==> config.mk <==
export PLATFORM = sky130hd
export DESIGN_NAME = bls_top
export DESIGN_NICKNAME = d
export VERILOG_FILES = /design/src/core/bls_pkg.sv /design/src/core/bls_sync.sv /design/src/core/bls_rst_record.sv /design/src/core/bls_top.sv
export VERILOG_INCLUDE_DIRS = /design/src /design/src/core
export SDC_FILE = /design/constraint.sdc
export NUM_CORES = 1
export LEC_CHECK = 0
export BUFFER_PORTS_ARGS = -buffer_cell sky130_fd_sc_hd__clkbuf_2
export CORE_ASPECT_RATIO = 0.9
export CORE_MARGIN = 3
export CORE_UTILIZATION = 51
export CTS_BUF_LIST = sky130_fd_sc_hd__clkbuf_4
export CTS_CLUSTER_DIAMETER = 120
export DETAILED_ROUTE_END_ITERATION = 10
export GPL_TIMING_DRIVEN = 0
export PLACE_DENSITY = 0.78
export SETUP_SLACK_MARGIN = 0.4
export SKIP_LAST_GASP = 1
export SYNTH_ARGS = -nofsm -noshare
export SYNTH_HDL_FRONTEND = slang
export SYNTH_HIERARCHICAL = 1
export SYNTH_SLANG_ARGS = --single-unit
==> constraint.sdc <==
create_clock -name clock_in -period 1.78 [get_ports clock_in]
set_input_delay 0.356 -clock clock_in [delete_from_list [all_inputs] [get_ports clock_in]]
set_output_delay 0.356 -clock clock_in [all_outputs]
set_load 0.01 [all_outputs]
==> src/core/bls_cfg.svh <==
`ifndef BLS_CFG_SVH
`define BLS_CFG_SVH
// ==========================================================
// port addresses
`define BLS_LED_PORT_ADDR 16'h0456
`define BLS_RST_PORT_ADDR 16'h0457
// ==========================================================
// led control field layout
`define BLS_LED_AUTO_VAL 8'h00
`define BLS_LED_OFF_VAL 8'h08
`define BLS_LED_MAN_BIT 3
`define BLS_LED_RGB_MSB 2
`define BLS_LED_RED_BIT 2
`define BLS_LED_GRN_BIT 1
`define BLS_LED_BLU_BIT 0
`define BLS_LED_EE_CS_BIT 7
`define BLS_LED_EE_SK_BIT 6
`define BLS_LED_EE_DI_BIT 5
`define BLS_LED_EE_DO_BIT 4
`define BLS_LED_RESET_VAL 8'h00
`define BLS_LED_WR_MASK 8'he7
// ==========================================================
// reset status field layout
`define BLS_RST_MAIN_BIT 7
`define BLS_RST_CORE_BIT 6
`define BLS_RST_NSTBY_BIT 5
`define BLS_RST_MEM_BIT 4
`define BLS_RST_STBY_BIT 3
`define BLS_RST_PCI_BIT 1
`define BLS_RST_UTIL_BIT 0
`define BLS_RST_VALID_MASK 8'hfb
`define BLS_RST_RESET_VAL 8'h00
// ==========================================================
// timing
`define BLS_CLK_PERIOD_NS 10
`define BLS_BLINK_MS 100
`define BLS_BLINK_CYCLES ((`BLS_BLINK_MS * 1000000) / `BLS_CLK_PERIOD_NS)
`endif

==> src/core/bls_pkg.sv <==
package bls_pkg;
  // ==========================================================
  // board conditions that steer the automatic colour
  typedef struct packed {
    logic in_reset;
    logic standby;
    logic thermal_near;
    logic disk_active;
    logic link_10;
    logic link_100;
    logic net_active;
  } bls_board_cond_t;
  // ==========================================================
  // raw reset source levels, one per status bit
  typedef struct packed {
    logic main_5v;
    logic core_supply;
    logic non_standby;
    logic memory_supply;
    logic standby_supply;
    logic pci_reset;
    logic util_button;
  } bls_rst_src_t;
  // ==========================================================
  // wake source levels and enables
  typedef struct packed {
    logic ring_a;
    logic ring_b;
    logic dio_event;
    logic pm_event;
  } bls_wake_t;
  typedef struct packed {
    logic r;
    logic g;
    logic b;
  } bls_rgb_t;
  typedef enum logic [1:0] {
    BLS_PWR_ON,
    BLS_PWR_SLEEP_S1,
    BLS_PWR_SLEEP_S3,
    BLS_PWR_SOFT_OFF
  } bls_pwr_t;
endpackage : bls_pkg

==> src/core/bls_sync.sv <==
`timescale 1ns/1ns
`default_nettype none
// ==========================================================
// two-flop synchroniser for a bundle of pin levels
module bls_sync #(
  parameter int WIDTH = 1
) (
  // clock and reset
  input wire logic clock_in,
  input wire logic rst_n_in,
  // levels
  input wire logic [WIDTH-1:0] async_in,
  output logic [WIDTH-1:0] sync_out
);
  logic [WIDTH-1:0] meta_reg;
  always_ff @(posedge clock_in or negedge rst_n_in) begin
    if (!rst_n_in) begin
      meta_reg <= '0;
      sync_out <= '0;
    end else begin
      meta_reg <= async_in;
      sync_out <= meta_reg;
    end
  end
endmodule : bls_sync
`default_nettype wire

==> src/core/bls_rst_record.sv <==
`timescale 1ns/1ns
`default_nettype none
`include "bls_cfg.svh"
// ==========================================================
// sticky reset source record with priority spreading
module bls_rst_record (
  // clock and reset
  input wire logic clock_in,
  input wire logic rst_n_in,
  // synchronised sources and configuration
  input wire bls_pkg::bls_rst_src_t src_in,
  input wire logic button_is_reset_in,
  // write one to clear
  input wire logic clr_we_in,
  input wire logic [7:0] clr_data_in,
  // record
  output logic [7:0] status_out
);
  logic [7:0] hit;
  logic [7:0] status_next;
  logic prio1;
  logic prio2;
  logic prio3;
  logic prio4;
  // a source also marks every source of larger priority number;
  // sources sharing one number leave each other alone
  assign prio1 = src_in.standby_supply;
  assign prio2 = prio1 | src_in.main_5v;
  assign prio3 = src_in.core_supply | src_in.non_standby | src_in.memory_supply;
  assign prio4 = prio2 | prio3 | src_in.pci_reset;
  always_comb begin
    hit = 8'h00;
    hit[`BLS_RST_STBY_BIT] = prio1;
    hit[`BLS_RST_MAIN_BIT] = prio2;
    hit[`BLS_RST_CORE_BIT] = prio2 | src_in.core_supply;
    hit[`BLS_RST_NSTBY_BIT] = prio2 | src_in.non_standby;
    hit[`BLS_RST_MEM_BIT] = prio2 | src_in.memory_supply;
    hit[`BLS_RST_PCI_BIT] = prio4;
    // button has no priority; masked when it serves another function
    hit[`BLS_RST_UTIL_BIT] = src_in.util_button & button_is_reset_in;
  end
  // set wins over a simultaneous clear
  assign status_next = (((clr_we_in ? (status_out & ~clr_data_in) : status_out) | hit)
                        & `BLS_RST_VALID_MASK);
  always_ff @(posedge clock_in or negedge rst_n_in) begin
    if (!rst_n_in) begin
      status_out <= `BLS_RST_RESET_VAL;
    end else begin
      status_out <= status_next;
    end
  end
endmodule : bls_rst_record
`default_nettype wire

==> src/core/bls_top.sv <==
// How it works
// - auto: green, blue disk, cyan/magenta link, blink
// - auto: red reset, yellow standby, white thermal
// - auto: jumper at power-up forces red
// - writing zero selects automatic colour
// - manual values drive red, green, blue enables
// - writing 0x08 turns led off
// - status bit set when source asserted
// - write one clears, zero keeps
// - fixed bit assignment of reset sources
// - sources carry priority numbers one to four
// - source also records all higher numbers
// - non-reset button never sets its bit
// - suspend button enters enabled s1/s3
// - enabled ring indicator wakes from sleep
// - enabled digital io event wakes, even s5
// - enabled power event input wakes system
// - drive open-drain active-low supply request
// - monitor supplies, generate power good
`timescale 1ns/1ns
`default_nettype none
`include "bls_cfg.svh"
module bls_top (
  // clock and reset
  input wire logic clock_in,
  input wire logic rst_n_in,
  // i/o port access
  input wire logic [15:0] io_addr_in,
  input wire logic io_wr_in,
  input wire logic io_rd_in,
  input wire logic [7:0] io_wdata_in,
  output logic [7:0] io_rdata_out,
  // eeprom lines sharing the led port
  input wire logic ee_data_in,
  output logic ee_cs_out,
  output logic ee_sk_out,
  output logic ee_di_out,
  // board condition pins
  input wire bls_pkg::bls_board_cond_t cond_in,
  input wire logic default_settings_jumper_in,
  // reset source pins
  input wire bls_pkg::bls_rst_src_t rst_src_in,
  // power and wake pins
  input wire logic power_button_in,
  input wire logic supplies_ok_in,
  input wire bls_pkg::bls_wake_t wake_in,
  // configuration from firmware setup
  input wire logic button_is_reset_in,
  input wire logic button_is_suspend_in,
  input wire logic s1_enable_in,
  input wire logic s3_enable_in,
  input wire logic soft_off_req_in,
  input wire bls_pkg::bls_wake_t wake_en_in,
  // led
  output logic led_red_out,
  output logic led_green_out,
  output logic led_blue_out,
  // power control
  output logic supply_on_request_n_out,
  output logic supply_on_request_n_oe_out,
  output logic power_good_out,
  output bls_pkg::bls_pwr_t power_state_out
);
  // ==========================================================
  // pin synchronisation
  localparam int PIN_W = 7 + 7 + 1 + 1 + 1 + 1 + 4;
  logic [PIN_W-1:0] pins_raw;
  logic [PIN_W-1:0] pins_sync;
  bls_pkg::bls_board_cond_t cond_s;
  bls_pkg::bls_rst_src_t rst_src_s;
  bls_pkg::bls_wake_t wake_s;
  logic jumper_s;
  logic button_s;
  logic supplies_ok_s;
  logic ee_data_s;
  assign pins_raw = {cond_in, rst_src_in, default_settings_jumper_in, power_button_in,
                     supplies_ok_in, ee_data_in, wake_in};
  bls_sync #(
    .WIDTH(PIN_W)
  ) u_sync (
    .clock_in(clock_in),
    .rst_n_in(rst_n_in),
    .async_in(pins_raw),
    .sync_out(pins_sync)
  );
  assign {cond_s, rst_src_s, jumper_s, button_s, supplies_ok_s, ee_data_s, wake_s} = pins_sync;
  // ==========================================================
  // port decode
  logic led_sel;
  logic rst_sel;
  logic led_we;
  logic rst_we;
  assign led_sel = (io_addr_in == `BLS_LED_PORT_ADDR);
  assign rst_sel = (io_addr_in == `BLS_RST_PORT_ADDR);
  assign led_we = io_wr_in & led_sel;
  assign rst_we = io_wr_in & rst_sel;
  // ==========================================================
  // led / eeprom control register
  logic [7:0] led_ctrl_reg;
  logic [7:0] led_ctrl_next;
  // reserved bits 4 and 3 not stored; bit 3 is a manual flag rebuilt from the value
  assign led_ctrl_next = led_we ? (io_wdata_in & `BLS_LED_WR_MASK) | {4'h0,
                         (io_wdata_in[`BLS_LED_MAN_BIT] & (io_wdata_in != `BLS_LED_AUTO_VAL)),
                         3'h0} : led_ctrl_reg;
  always_ff @(posedge clock_in or negedge rst_n_in) begin
    if (!rst_n_in) begin
      led_ctrl_reg <= `BLS_LED_RESET_VAL;
    end else begin
      led_ctrl_reg <= led_ctrl_next;
    end
  end
  logic manual_mode;
  assign manual_mode = led_ctrl_reg[`BLS_LED_MAN_BIT];
  // ==========================================================
  // reset source record
  logic [7:0] rst_status;
  bls_rst_record u_rst (
    .clock_in(clock_in),
    .rst_n_in(rst_n_in),
    .src_in(rst_src_s),
    .button_is_reset_in(button_is_reset_in),
    .clr_we_in(rst_we),
    .clr_data_in(io_wdata_in),
    .status_out(rst_status)
  );
  // ==========================================================
  // jumper caught at power-up
  logic jumper_red_reg;
  logic [1:0] settle_reg;
  always_ff @(posedge clock_in or negedge rst_n_in) begin
    if (!rst_n_in) begin
      jumper_red_reg <= 1'b0;
      settle_reg <= 2'h0;
    end else begin
      // synchroniser shows its reset zero for two edges; wait it out
      if (settle_reg != 2'h3) begin
        settle_reg <= settle_reg + 2'h1;
      end
      // sampled once per power-up; held until the next power-up
      if (settle_reg == 2'h2) begin
        jumper_red_reg <= jumper_s;
      end
    end
  end
  // ==========================================================
  // activity blink
  localparam logic [23:0] BLINK_CYC = 24'(`BLS_BLINK_CYCLES);
  logic [23:0] blink_cnt_reg;
  logic blink_phase_reg;
  logic blink_wrap;
  assign blink_wrap = (blink_cnt_reg == BLINK_CYC - 24'h000001);
  always_ff @(posedge clock_in or negedge rst_n_in) begin
    if (!rst_n_in) begin
      blink_cnt_reg <= 24'h000000;
      blink_phase_reg <= 1'b0;
    end else begin
      blink_cnt_reg <= blink_wrap ? 24'h000000 : blink_cnt_reg + 24'h000001;
      if (blink_wrap) begin
        blink_phase_reg <= ~blink_phase_reg;
      end
    end
  end
  // ==========================================================
  // power state
  bls_pkg::bls_pwr_t pwr_reg;
  bls_pkg::bls_pwr_t pwr_next;
  logic button_d_reg;
  logic button_press;
  logic ring_wake;
  logic dio_wake;
  logic pme_wake;
  logic low_power;
  logic any_wake;
  assign button_press = button_s & ~button_d_reg;
  assign low_power = (pwr_reg != bls_pkg::BLS_PWR_ON);
  assign ring_wake = (wake_s.ring_a & wake_en_in.ring_a)
                   | (wake_s.ring_b & wake_en_in.ring_b);
  assign dio_wake = wake_s.dio_event & wake_en_in.dio_event;
  assign pme_wake = wake_s.pm_event & wake_en_in.pm_event;
  // ring only from sleep states; digital io and power event also from soft off
  assign any_wake = dio_wake | pme_wake
                  | (ring_wake & (pwr_reg != bls_pkg::BLS_PWR_SOFT_OFF));
  always_comb begin
    pwr_next = pwr_reg;
    unique case (pwr_reg)
      bls_pkg::BLS_PWR_ON: begin
        if (soft_off_req_in) begin
          pwr_next = bls_pkg::BLS_PWR_SOFT_OFF;
        end else if (button_press & button_is_suspend_in & s3_enable_in) begin
          pwr_next = bls_pkg::BLS_PWR_SLEEP_S3;
        end else if (button_press & button_is_suspend_in & s1_enable_in) begin
          pwr_next = bls_pkg::BLS_PWR_SLEEP_S1;
        end
      end
      bls_pkg::BLS_PWR_SLEEP_S1,
      bls_pkg::BLS_PWR_SLEEP_S3,
      bls_pkg::BLS_PWR_SOFT_OFF: begin
        if (any_wake) begin
          pwr_next = bls_pkg::BLS_PWR_ON;
        end
      end
    endcase
  end
  always_ff @(posedge clock_in or negedge rst_n_in) begin
    if (!rst_n_in) begin
      pwr_reg <= bls_pkg::BLS_PWR_ON;
      button_d_reg <= 1'b0;
    end else begin
      pwr_reg <= pwr_next;
      button_d_reg <= button_s;
    end
  end
  // ==========================================================
  // led colour selection
  bls_pkg::bls_rgb_t auto_rgb;
  bls_pkg::bls_rgb_t man_rgb;
  bls_pkg::bls_rgb_t led_rgb;
  always_comb begin
    // priority: reset/jumper over thermal over standby over activity
    if (cond_s.in_reset | jumper_red_reg) begin
      auto_rgb = '{r: 1'b1, g: 1'b0, b: 1'b0};
    end else if (cond_s.thermal_near) begin
      auto_rgb = '{r: 1'b1, g: 1'b1, b: 1'b1};
    end else if (cond_s.standby | low_power) begin
      auto_rgb = '{r: 1'b1, g: 1'b1, b: 1'b0};
    end else if (cond_s.disk_active) begin
      auto_rgb = '{r: 1'b0, g: 1'b0, b: 1'b1};
    end else if ((cond_s.link_10 | cond_s.link_100) & cond_s.net_active & blink_phase_reg) begin
      auto_rgb = '{r: 1'b0, g: 1'b0, b: 1'b0};
    end else if (cond_s.link_100) begin
      auto_rgb = '{r: 1'b1, g: 1'b0, b: 1'b1};
    end else if (cond_s.link_10) begin
      auto_rgb = '{r: 1'b0, g: 1'b1, b: 1'b1};
    end else begin
      auto_rgb = '{r: 1'b0, g: 1'b1, b: 1'b0};
    end
  end
  // 0x08 leaves all enables clear, so the led is dark
  assign man_rgb = '{r: led_ctrl_reg[`BLS_LED_RED_BIT],
                     g: led_ctrl_reg[`BLS_LED_GRN_BIT],
                     b: led_ctrl_reg[`BLS_LED_BLU_BIT]};
  assign led_rgb = manual_mode ? man_rgb : auto_rgb;
  // ==========================================================
  // read data
  logic [7:0] led_rd_val;
  logic [7:0] rd_next;
  assign led_rd_val = {led_ctrl_reg[7:5], ee_data_s, led_ctrl_reg[3:0]};
  assign rd_next = (io_rd_in & led_sel) ? led_rd_val :
                   (io_rd_in & rst_sel) ? rst_status : 8'h00;
  // ==========================================================
  // output flops
  logic supply_req_n;
  // supply on while the system is not in s3 or soft off
  assign supply_req_n = (pwr_reg == bls_pkg::BLS_PWR_SLEEP_S3)
                      | (pwr_reg == bls_pkg::BLS_PWR_SOFT_OFF);
  always_ff @(posedge clock_in or negedge rst_n_in) begin
    if (!rst_n_in) begin
      io_rdata_out <= 8'h00;
      led_red_out <= 1'b0;
      led_green_out <= 1'b0;
      led_blue_out <= 1'b0;
      ee_cs_out <= 1'b0;
      ee_sk_out <= 1'b0;
      ee_di_out <= 1'b0;
      supply_on_request_n_out <= 1'b0;
      supply_on_request_n_oe_out <= 1'b1;
      power_good_out <= 1'b0;
      power_state_out <= bls_pkg::BLS_PWR_ON;
    end else begin
      io_rdata_out <= rd_next;
      led_red_out <= led_rgb.r;
      led_green_out <= led_rgb.g;
      led_blue_out <= led_rgb.b;
      ee_cs_out <= led_ctrl_reg[`BLS_LED_EE_CS_BIT];
      ee_sk_out <= led_ctrl_reg[`BLS_LED_EE_SK_BIT];
      ee_di_out <= led_ctrl_reg[`BLS_LED_EE_DI_BIT];
      // open drain: only ever pulls low
      supply_on_request_n_out <= 1'b0;
      supply_on_request_n_oe_out <= ~supply_req_n;
      power_good_out <= supplies_ok_s & ~supply_req_n;
      power_state_out <= pwr_reg;
    end
  end
endmodule : bls_top
`default_nettype wire

* Yosys cells after proc, flatten, opt, wreduce, memory -nomap -nowiden
Cells that the tools add are included.
** Storage, ports and cells
- Register bits after elaboration :: 108
- Bits of input ports :: 59
- Output and inout port bits :: 19
- Logic and storage cells :: 95
** Operators by class
- Add/sub/neg operators :: 2
- Equal/unequal tests :: 11
- Mux-type cells :: 17
- Bitwise operators :: 40
- Reductions and logical operators :: 5
** Operators by type and width (count)
- 16-bit by 11-bit equality test with 1-bit output (second input constant) :: 2
- 24-bit by 1-bit adder with 24-bit output (second input constant) :: 1
- 24-bit equality test (second input constant) :: 1
- 24-bit two-way mux :: 1
- 8-bit two-way mux :: 3
- 3-bit two-way mux :: 7
- 1-bit AND :: 18
- 1-bit OR :: 15
- 8-bit AND :: 1
- 2-bit two-way mux :: 4
- 8-bit NOT :: 1
- 8-bit by 4-bit OR with 8-bit output :: 1
- 8-bit OR :: 1
- 8-bit nonzero test :: 1
- 2-bit equality test (second input constant) :: 3
- 2-bit != test (second input constant) :: 3
- 4-bit != test (second input constant) :: 1
- 2-bit case mux with 2 select lines :: 1
- 1-bit NOT :: 3
- 3-bit OR reduction :: 1
- 2-bit by 1-bit adder with 2-bit output (second input constant) :: 1
- 2-bit by 1-bit equality test with 1-bit output (second input constant) :: 1
- 2-bit zero test :: 1
- 2-bit AND reduction :: 1
- other kinds (2) :: 2

* Longest topological paths before layout
Gate-level depths: netlist of the first run.
- Word-level depth :: 9
- Gate-level depth with buffers :: 5
- Mapped depth without buffers :: 5

* Hierarchy
Netlist of the first run, hierarchy kept.
** Modules (own cells, without submodules)
- bls_top :: instances 1, cells an instance 214, area an instance 2478.6 um^2, seq. area each 1402.6 um^2
- bls_sync :: instances 1, cells an instance 44, area an instance 1101.1 um^2, seq. area each 1101.1 um^2
- bls_rst_record :: instances 1, cells an instance 25, area an instance 291.5 um^2, seq. area each 175.2 um^2

* Worst setup path before layout of the first run
Ideal clock, no wire load.
- Path kind :: register to register
- From :: register blink_cnt_reg[0]
- To :: register blink_cnt_reg[20]
- Setup time :: 0.077 ns
- Data arrival time :: 1.756 ns
- Required time :: 1.703 ns
- Setup slack :: -0.054 ns
- Stages on the path, launching flop included :: 6
- Buffers on the path :: 0
- Period minus slack after synthesis :: 1.834 ns
- Cells stage by stage :: dfrtp_1 > ha_1 > nand4_1 > or4_1 > or3_1 > a21oi_1
** Between the ends
- Cells in the longest elaborated chain, start to end :: 2
- Elaborated cells between the ends (all ways) :: 3
- Those cells by class :: add/sub (1); eq/ne (1); mux (1)
** Ends and longest elaborated chain
- start: declaration :: line bls_top.sv:148 : logic [23:0] blink_cnt_reg;
- start signal: assignment :: line bls_top.sv:157 : blink_cnt_reg <= blink_wrap ? 24'h000000 : blink_cnt_reg + 24'h000001;
- 24-bit by 1-bit adder with 24-bit output / 24-bit equality test (equally long branches) :: line bls_top.sv:157, bls_top.sv:151
- 24-bit two-way mux * :: line bls_top.sv:157
Mark *: on every way between the ends. The rest lies on a longest branch, timed or not.
A chain may end at the register's enable or synchronous reset.

* Worst setup path after layout of the first run
- From :: register blink_cnt_reg[0]
- To :: register blink_phase_reg
** Between the ends
- Cells in the longest elaborated chain, start to end :: 1
** Ends and longest elaborated chain
- 24-bit equality test :: line bls_top.sv:151 : assign blink_wrap = (blink_cnt_reg == BLINK_CYC - 24'h000001);
- end signal: assignment :: line bls_top.sv:159 : blink_phase_reg <= ~blink_phase_reg;
- end: declaration :: line bls_top.sv:149 : logic blink_phase_reg;
Every way passes these cells.

==> results.md, run 1 <==
* Outcome: finished with violations
* Failing checks: setup timing
* Antenna violations before repair at 0
* First drt pass iteration count at 4
* Crit. End Element: flip-flop
* Largest net degree at the start of global routing at 59
* Slowest CP cell: dfrtp_1
* Post-route ant nets at 0
* Max reg flops at 24
* Total gr overflow at 0
* Lkg Pwr at 2.45 nW
* DIE WIDTH at 97.8 microns
* Core Rows at 29
* DR vias at 2684
* RR Endpoint: blink_phase_reg$_DFFE_PN0N_
* Fin Clk Skew at between 0.02 and 0.03 ns
* Worst Path Class, Setup: reg -> reg
* Ys flop type: dfrtp_1
* Hold Crit Depth at 2
* Hold EP: led_ctrl_reg[2]$_DFFE_PN0P_
* Critical path fanouts, max at 4
* Die height at 88.7 microns
* DR DRC count at 0
* Total clock sinks at 107
* Critical Path Source Type: flip-flop
* Commonest cells after routing, fill and taps aside: dfrtp_1 (100), clkbuf_2 (73), buf_4 (25), dlygate4sd3_1 (23), nand2_1 (21)
* CTS tree: done
* Routability cong. at between 0.8 and 0.9
* EDFF count, synth at 0
* GRT Util Overall at 20.1%
* Setup violations, final at 6
* RSZ-0062 raised after global routing: true
* Cell area power density at a little over 800 nW/um^2
* Vias per cell at 5.18
* Clk root buf: clkbuf_4
* I/O Buffers at 75
* H-tree depth at 3
* Arrival @ worst endpoint at roughly 2.2 ns
* Post-Syn Nets at 345
* Crit path cell chain: buf_6 > ha_4 > nand4_1 > buf_4 > buf_6 > nor4_4 > buf_4 > xor2_1
* Period utilisation layout at 102%
* Die area at 8670 sq um
* Hpwl dp at 5050 microns
* Fmax at roughly 0.55 GHz
* Commonest non-fill, non-tap cell in the layout: dfrtp_1
* Top-area cell type share of the netlist area at about 69%
* CP peak stage delay at 0.41 ns
* DR iter-0 viols at 113
* Reg-to-Reg Start: blink_cnt_reg[0]$_DFF_PN0_
* Area grow syn2layout at 35.2%
* Non-Filler Instances at 518
* Worst EP required at 2.17 ns
* Family with the most delay on the worst path: buffers and inverters
* Final Max Tran Viols at 0
* VDD IR max at 396 uV
* Share of cells above drive strength 1 at between 40% and 50%
* Layout Nets at 482
* Number of I/O pins at 78
* Synth area leader: dfrtp_1
* Max-slew headroom at between 50% and 60%
* Share of the yosys chip area belonging to registers at between 60% and 70%
* Total core area at approximately 7200 sq um
* Cells after DPL at about 450
* Final Critical Period at between 1.5 and 2 ns
* Reg2Reg Setup Slack at -0.03 ns
* Final worst slack at -0.0331 ns
* Longest Clk Path Bufs at 2
* CTS clk-pin slew, worst paths at 0.17 ns
* DRT Wirelength at between 8000 and 9000 microns
* Synth area leaders: dfrtp_1 (69%), xnor2_1 (3.6%), mux2_2 (2.6%), nor2_1 (2.3%), nand2_1 (2.1%)
* Reg2Reg Depth at 8
* Mapped Cells at 283
* Cell variety after synth at 46
* Placement Setup Slack at -0.210 ns
* Initial core utilization at 53.6%
* Final Hold Viols at 0
* FF+latch count, synth at 107
* First-pass GRT wire length at 13500 microns
* Worst Tran Pin Value at 0.685 ns
* Fillers at 492
* Avg Inst Size Synth at 13.7 sq um
* Min-Delay Path Class: in -> reg
* Max-capacitance violation count at 0
* Hold Path Origin: io_wdata_in[2]
* Total CTS buffers at 9
* Vias in the first global route at 2818
* Worst-Skew Late Latency at 0.45 ns
* Tot Pwr at ~4.2 mW
* Warnings, synthesis at 6
* Crit path buf inv count at 4
* Async set-reset flop share out of synthesis at 100%
* Hold Slack at 0.136 ns
* Netlist Area Pre-Place at 3870 sq um
* Wirelength per Cell at 15.8 microns
* Diodes inserted at 0
## per-layer routing
metal | wire, microns | share of wire, % | GRT usage [%]
met3 | 433 | 5.3 | 5.67
met2 | 4310 | 53 | 35.1
met4 | 114 | 1.4 | 6.04
met1 | 3340 | 41 | 24.7
met5 | 0 | 0 | 0
## cell type report
type | instances | area [sq um] | share of cell area, %
Buffer | 4 | 31.3 | 0.598
Clock buffer | 9 | 67.6 | 1.29
Timing Repair Buffer | 126 | 860 | 16.4
Clock inverter | 7 | 83.8 | 1.60
Inverter | 6 | 22.5 | 0.430
Multi-Input combinational cell | 166 | 1370 | 26.1
Sequential cell | 107 | 2690 | 51.3
Tap cell | 93 | 116 | 2.22
## power breakdown
part,total [mW],switching (mW),internal (mW)
Combinational,0.335,0.156,0.179
Clock,1.26,0.805,0.454
Sequential,2.65,0.0923,2.56
Total,4.24,1.05,3.19
## worst max-delay path by stage
stage	start	end	slack (ns)	cells after the start
after floorplan	blink_cnt_reg[10]$_DFF_PN0_	blink_cnt_reg[9]$_DFF_PN0_	0.11	5
after global placement	rst_n_in	blink_cnt_reg[9]$_DFF_PN0_	-1.16	1
after detailed placement	blink_cnt_reg[10]$_DFF_PN0_	blink_cnt_reg[7]$_DFF_PN0_	-0.21	5
after CTS	blink_cnt_reg[10]$_DFF_PN0_	blink_cnt_reg[23]$_DFF_PN0_	0.004	4
after global routing	blink_cnt_reg[0]$_DFF_PN0_	blink_phase_reg$_DFFE_PN0N_	-0.12	8
final	blink_cnt_reg[0]$_DFF_PN0_	blink_phase_reg$_DFFE_PN0N_	-0.03	8
## per-stage QoR
stage | setup TNS, ns | area, sq um | utilization [%]
after floorplan | 0 | 3970 | -
after global placement | -102.79 | 4470 | 61.8
after detailed placement | -2.79 | 4500 | 62.3
after CTS | 0 | 5100 | 70.6
after global routing | -0.916 | 5230 | 72.5
final | -0.117 | 5230 | 72.5
## cell usage after synthesis, types with 2 or more instances
| library cell | number |
|---|---|
| a2111o_1 | 2 |
| nand3_1 | 9 |
| a21oi_1 | 4 |
| a21bo_2 | 2 |
| buf_4 | 2 |
| inv_1 | 6 |
| mux2i_1 | 8 |
| nand4_1 | 11 |
| or4_1 | 3 |
| conb_1 | 2 |
| o211ai_1 | 2 |
| mux2_2 | 9 |
| nor2_1 | 24 |
| o31ai_1 | 3 |
| a22o_1 | 2 |
| nand2_1 | 22 |
| ha_1 | 3 |
| a22oi_1 | 2 |
| xor2_1 | 5 |
| nor4_1 | 2 |
| nor2b_1 | 2 |
| o21ai_0 | 4 |
| nor4bb_1 | 2 |
| dfrtp_1 | 106 |
| nor3_1 | 6 |
| xnor2_1 | 16 |
| nor4b_1 | 5 |
## kinds of logic (layout without fill, tap and decap cells)
kind of cell / count (synthesis) / in the layout / share of synthesized area [%]
and+or+nand+nor: 95 / 95 / 13.5
AOI/OAI and AO/OA: 28 / 28 / 5.46
xor gates and xnor gates: 21 / 21 / 4.75
muxes: 17 / 17 / 4.69
other: 2 / 2 / 0.194
buffers and inverters: 10 / 152 / 1.20
DFF: 107 / 107 / 69.2
adders and majority gates: 3 / 3 / 0.970
## repair_timing
action	in CTS	in global routing
endpoints found under the setup margin	23	47
buffers inserted	16	10
hold endpoints to repair	70	0
hold buffers	23	0
gates cloned	1	0
resized for setup	23	18
pin swaps	14	9
No activity file was read; power rests on OpenSTA's default activity.
==> run 2, diff against run 1 <==
- CORE_UTILIZATION: 51 -> 30
- PLACE_DENSITY: 0.78 -> not set
==> run 2 against run 1 <==
The run still ends with setup timing left. Die area up 65%. Sequential power about the same. Clock skew up 0.00080 ns. Design area up 5.7%. Maximum frequency down 1.4%.
==> results.md, run 2 (same netlist as run 1, synthesis figures left out) <==
* Largest net degree at the start of global routing at 108 (+83%)
* Longest Clk Path Bufs at 2 (unchanged)
* Worst-Skew Late Latency at 0.44 ns (about the same)
* Reg2Reg Depth at 6 (-2)
* Total clock sinks at 107 (unchanged)
* DRT Wirelength at 8410 microns (+2.5%)
* Layout Nets at 501 (+3.9%)
* Post-route ant nets at 0 (unchanged)
* Placed instance area at 4560 sq um (+1.4%)
* Critical Path Source Type: flip-flop
* VDD IR max at 402 uV (+1.7%)
* Hold Slack at 0.149 ns (+0.0137 ns)
* Commonest non-fill, non-tap cell in the layout: dfrtp_1
* Cell area power density at 775 nW/um^2 (-4.4%)
* RR Endpoint: blink_cnt_reg[20]$_DFF_PN0_
* Final Critical Period at 1.84 ns (+0.0250 ns)
* Vias per cell at 4.51 (-13%)
* Clk pwr share at 30.8% (+1.1 points)
* Final worst slack at -0.0581 ns (-0.0250 ns)
* Int Power at 3.34 mW (+4.7%)
* Fillers at 1094 (+120%)
* Worst EP required at 2.15 ns (-0.02 ns)
* Crit. End Element: flip-flop
* H-tree depth at 3 (unchanged)
* Failing checks: setup timing
* DR vias at 2727 (+1.6%)
* Commonest cells after routing, fill and taps aside: dfrtp_1 (101), clkbuf_2 (70), buf_4 (39), dlygate4sd3_1 (23), nand2_1 (19)
* First-pass GRT wire length at 13600 microns (+0.97%)
* Sw Ratio at 22.1% (-2.7 points)
* Diodes inserted at 0 (unchanged)
* Hold Path Origin: io_wdata_in[2]
* Die height at 114 microns (+28%)
* Core Rows at 38 (+31%)
* Setup violations, final at 5 (-1)
* Total gr overflow at 0 (unchanged)
* DIE WIDTH at 126 microns (+29%)
* First drt pass iteration count at 4 (unchanged)
* Total core area at 12300 sq um (+71%)
* Initial core utilization at 31.4% (-22 points)
* Hpwl dp at 5070 microns (+0.45%)
* Combinational power share at 7.6% (-0.3 points)
* Tot Pwr at 4.29 mW (+1.0%)
* Outcome: finished with violations
* GRT Util Overall at 11.9% (-8.1 points)
* DR iter-0 viols at 116 (+2.7%)
* Routability cong. at 0.812 (-4.3%)
* Worst Path Class, Setup: reg -> reg
* Hold EP: led_ctrl_reg[2]$_DFFE_PN0P_
* Fin Setup TNS at -0.114 ns (+0.00276 ns)
* Net Sw Power at 0.947 mW (-10%)
* Critical path fanouts, max at 4 (unchanged)
* Max reg flops at 24 (unchanged)
* Reg2Reg Setup Slack at -0.06 ns (-0.03 ns)
* Area grow syn2layout at 42.9%
* Non-Filler Instances at 604 (+17%)
* Hold Crit Depth at 2 (unchanged)
* Cells after DPL at 518 (+15%)
* Fin Clk Skew at 0.0260 ns (+0.000797 ns)
* Arrival @ worst endpoint at 2.20 ns (about the same)
* Vias in the first global route at 2776 (-1.5%)
* Post-Route Utilization at 44.9% (-28 points)
* Max-capacitance violation count at 0 (unchanged)
* Fmax at 0.544 GHz (-1.4%)
* Antenna violations before repair at 0 (unchanged)
* Period utilisation layout at 103% (+1.4 points)
* Share of cells above drive strength 1 at 44.1% (+3.4 points)
* CTS clk-pin slew, worst paths at 0.16 ns (about the same)
* Wirelength per Cell at 13.9 microns (-12%)
* Max-slew headroom at 45.1% (-9.2 points)
* RSZ-0062 raised after global routing: true
* Final Hold Viols at 0 (unchanged)
* Clk root buf: clkbuf_4
* Placement Setup Slack at -0.235 ns (-0.0248 ns)
* Sequential Power Share at 61.6% (-0.8 points)
* CTS tree: done
* Die area at 14300 sq um (+65%)
* Lkg Pwr at 2.57 nW (+4.9%)
* I/O Buffers at 75 (unchanged)
* Total CTS buffers at 9 (unchanged)
* Min-Delay Path Class: in -> reg
* Number of I/O pins at 78 (unchanged)
* Reg-to-Reg Start: blink_cnt_reg[0]$_DFF_PN0_
* DR DRC count at 0 (unchanged)
* Post-route cell area at 5530 sq um (+5.7%)
* Final Max Tran Viols at 0 (unchanged)
* Worst Tran Pin Value at 0.823 ns (+0.138 ns)
run 2: worst max-delay path, stage by stage (launching register included):
cell	delay (ns)
dfrtp_1	0.41
buf_6	0.12
ha_4	0.12
nand4_1	0.20
or4_4	0.48
or3_1	0.32
a21oi_1	0.12
run 2: how the worst max path moves through the flow:
stage	startpoint	end	slack [ns]
finish	blink_cnt_reg[0]$_DFF_PN0_	blink_cnt_reg[20]$_DFF_PN0_	-0.06
global route	blink_cnt_reg[0]$_DFF_PN0_	blink_cnt_reg[12]$_DFF_PN0_	-0.13
CTS	blink_cnt_reg[0]$_DFF_PN0_	blink_cnt_reg[20]$_DFF_PN0_	0.009
detailed placement	blink_cnt_reg[10]$_DFF_PN0_	blink_cnt_reg[12]$_DFF_PN0_	-0.24
global placement	rst_n_in	blink_cnt_reg[9]$_DFF_PN0_	-1.26
floorplan	blink_cnt_reg[10]$_DFF_PN0_	blink_cnt_reg[9]$_DFF_PN0_	0.11
run 2: layer usage:
metal / up-vias / routed length (microns) / track usage [%]
li1: 1311 / - / -
met1: 1344 / 3650 / 15.3
met2: 60 / 4190 / 19.2
met3: 12 / 443 / 3.56
met4: 0 / 124 / 4.72
met5: - / 0 / 0
run 2: power groups by stage:
stage / clock network [mW] / registers (mW) / logic (mW)
floorplan: 0 / 2.68 / 0.0805
CTS: 1.37 / 2.64 / 0.311
detailed placement: 0 / 2.68 / 0.277
finish: 1.32 / 2.64 / 0.327
global route: 1.47 / 2.66 / 0.361
global placement: 0 / 2.68 / 0.272
run 2: area by class of cell:
class	instances	area (sq um)	share of cell area [%]
sequential	107	2690	48.5
multi-input combinational	166	1410	25.4
timing repair buffer	145	1030	18.5
tap	160	200	3.62
clock buffer	12	90.1	1.63
clock inverter	4	68.8	1.24
buffer	4	35.0	0.633
inverter	6	22.5	0.407
run 2: repair_timing:
item	CTS	global route
setup endpoints to repair	23	47
pin swaps	20	19
endpoints found under the hold margin	26	4
gates resized for setup	31	27
hold buffers	19	4
buffers inserted	34	12
cloned	1	0
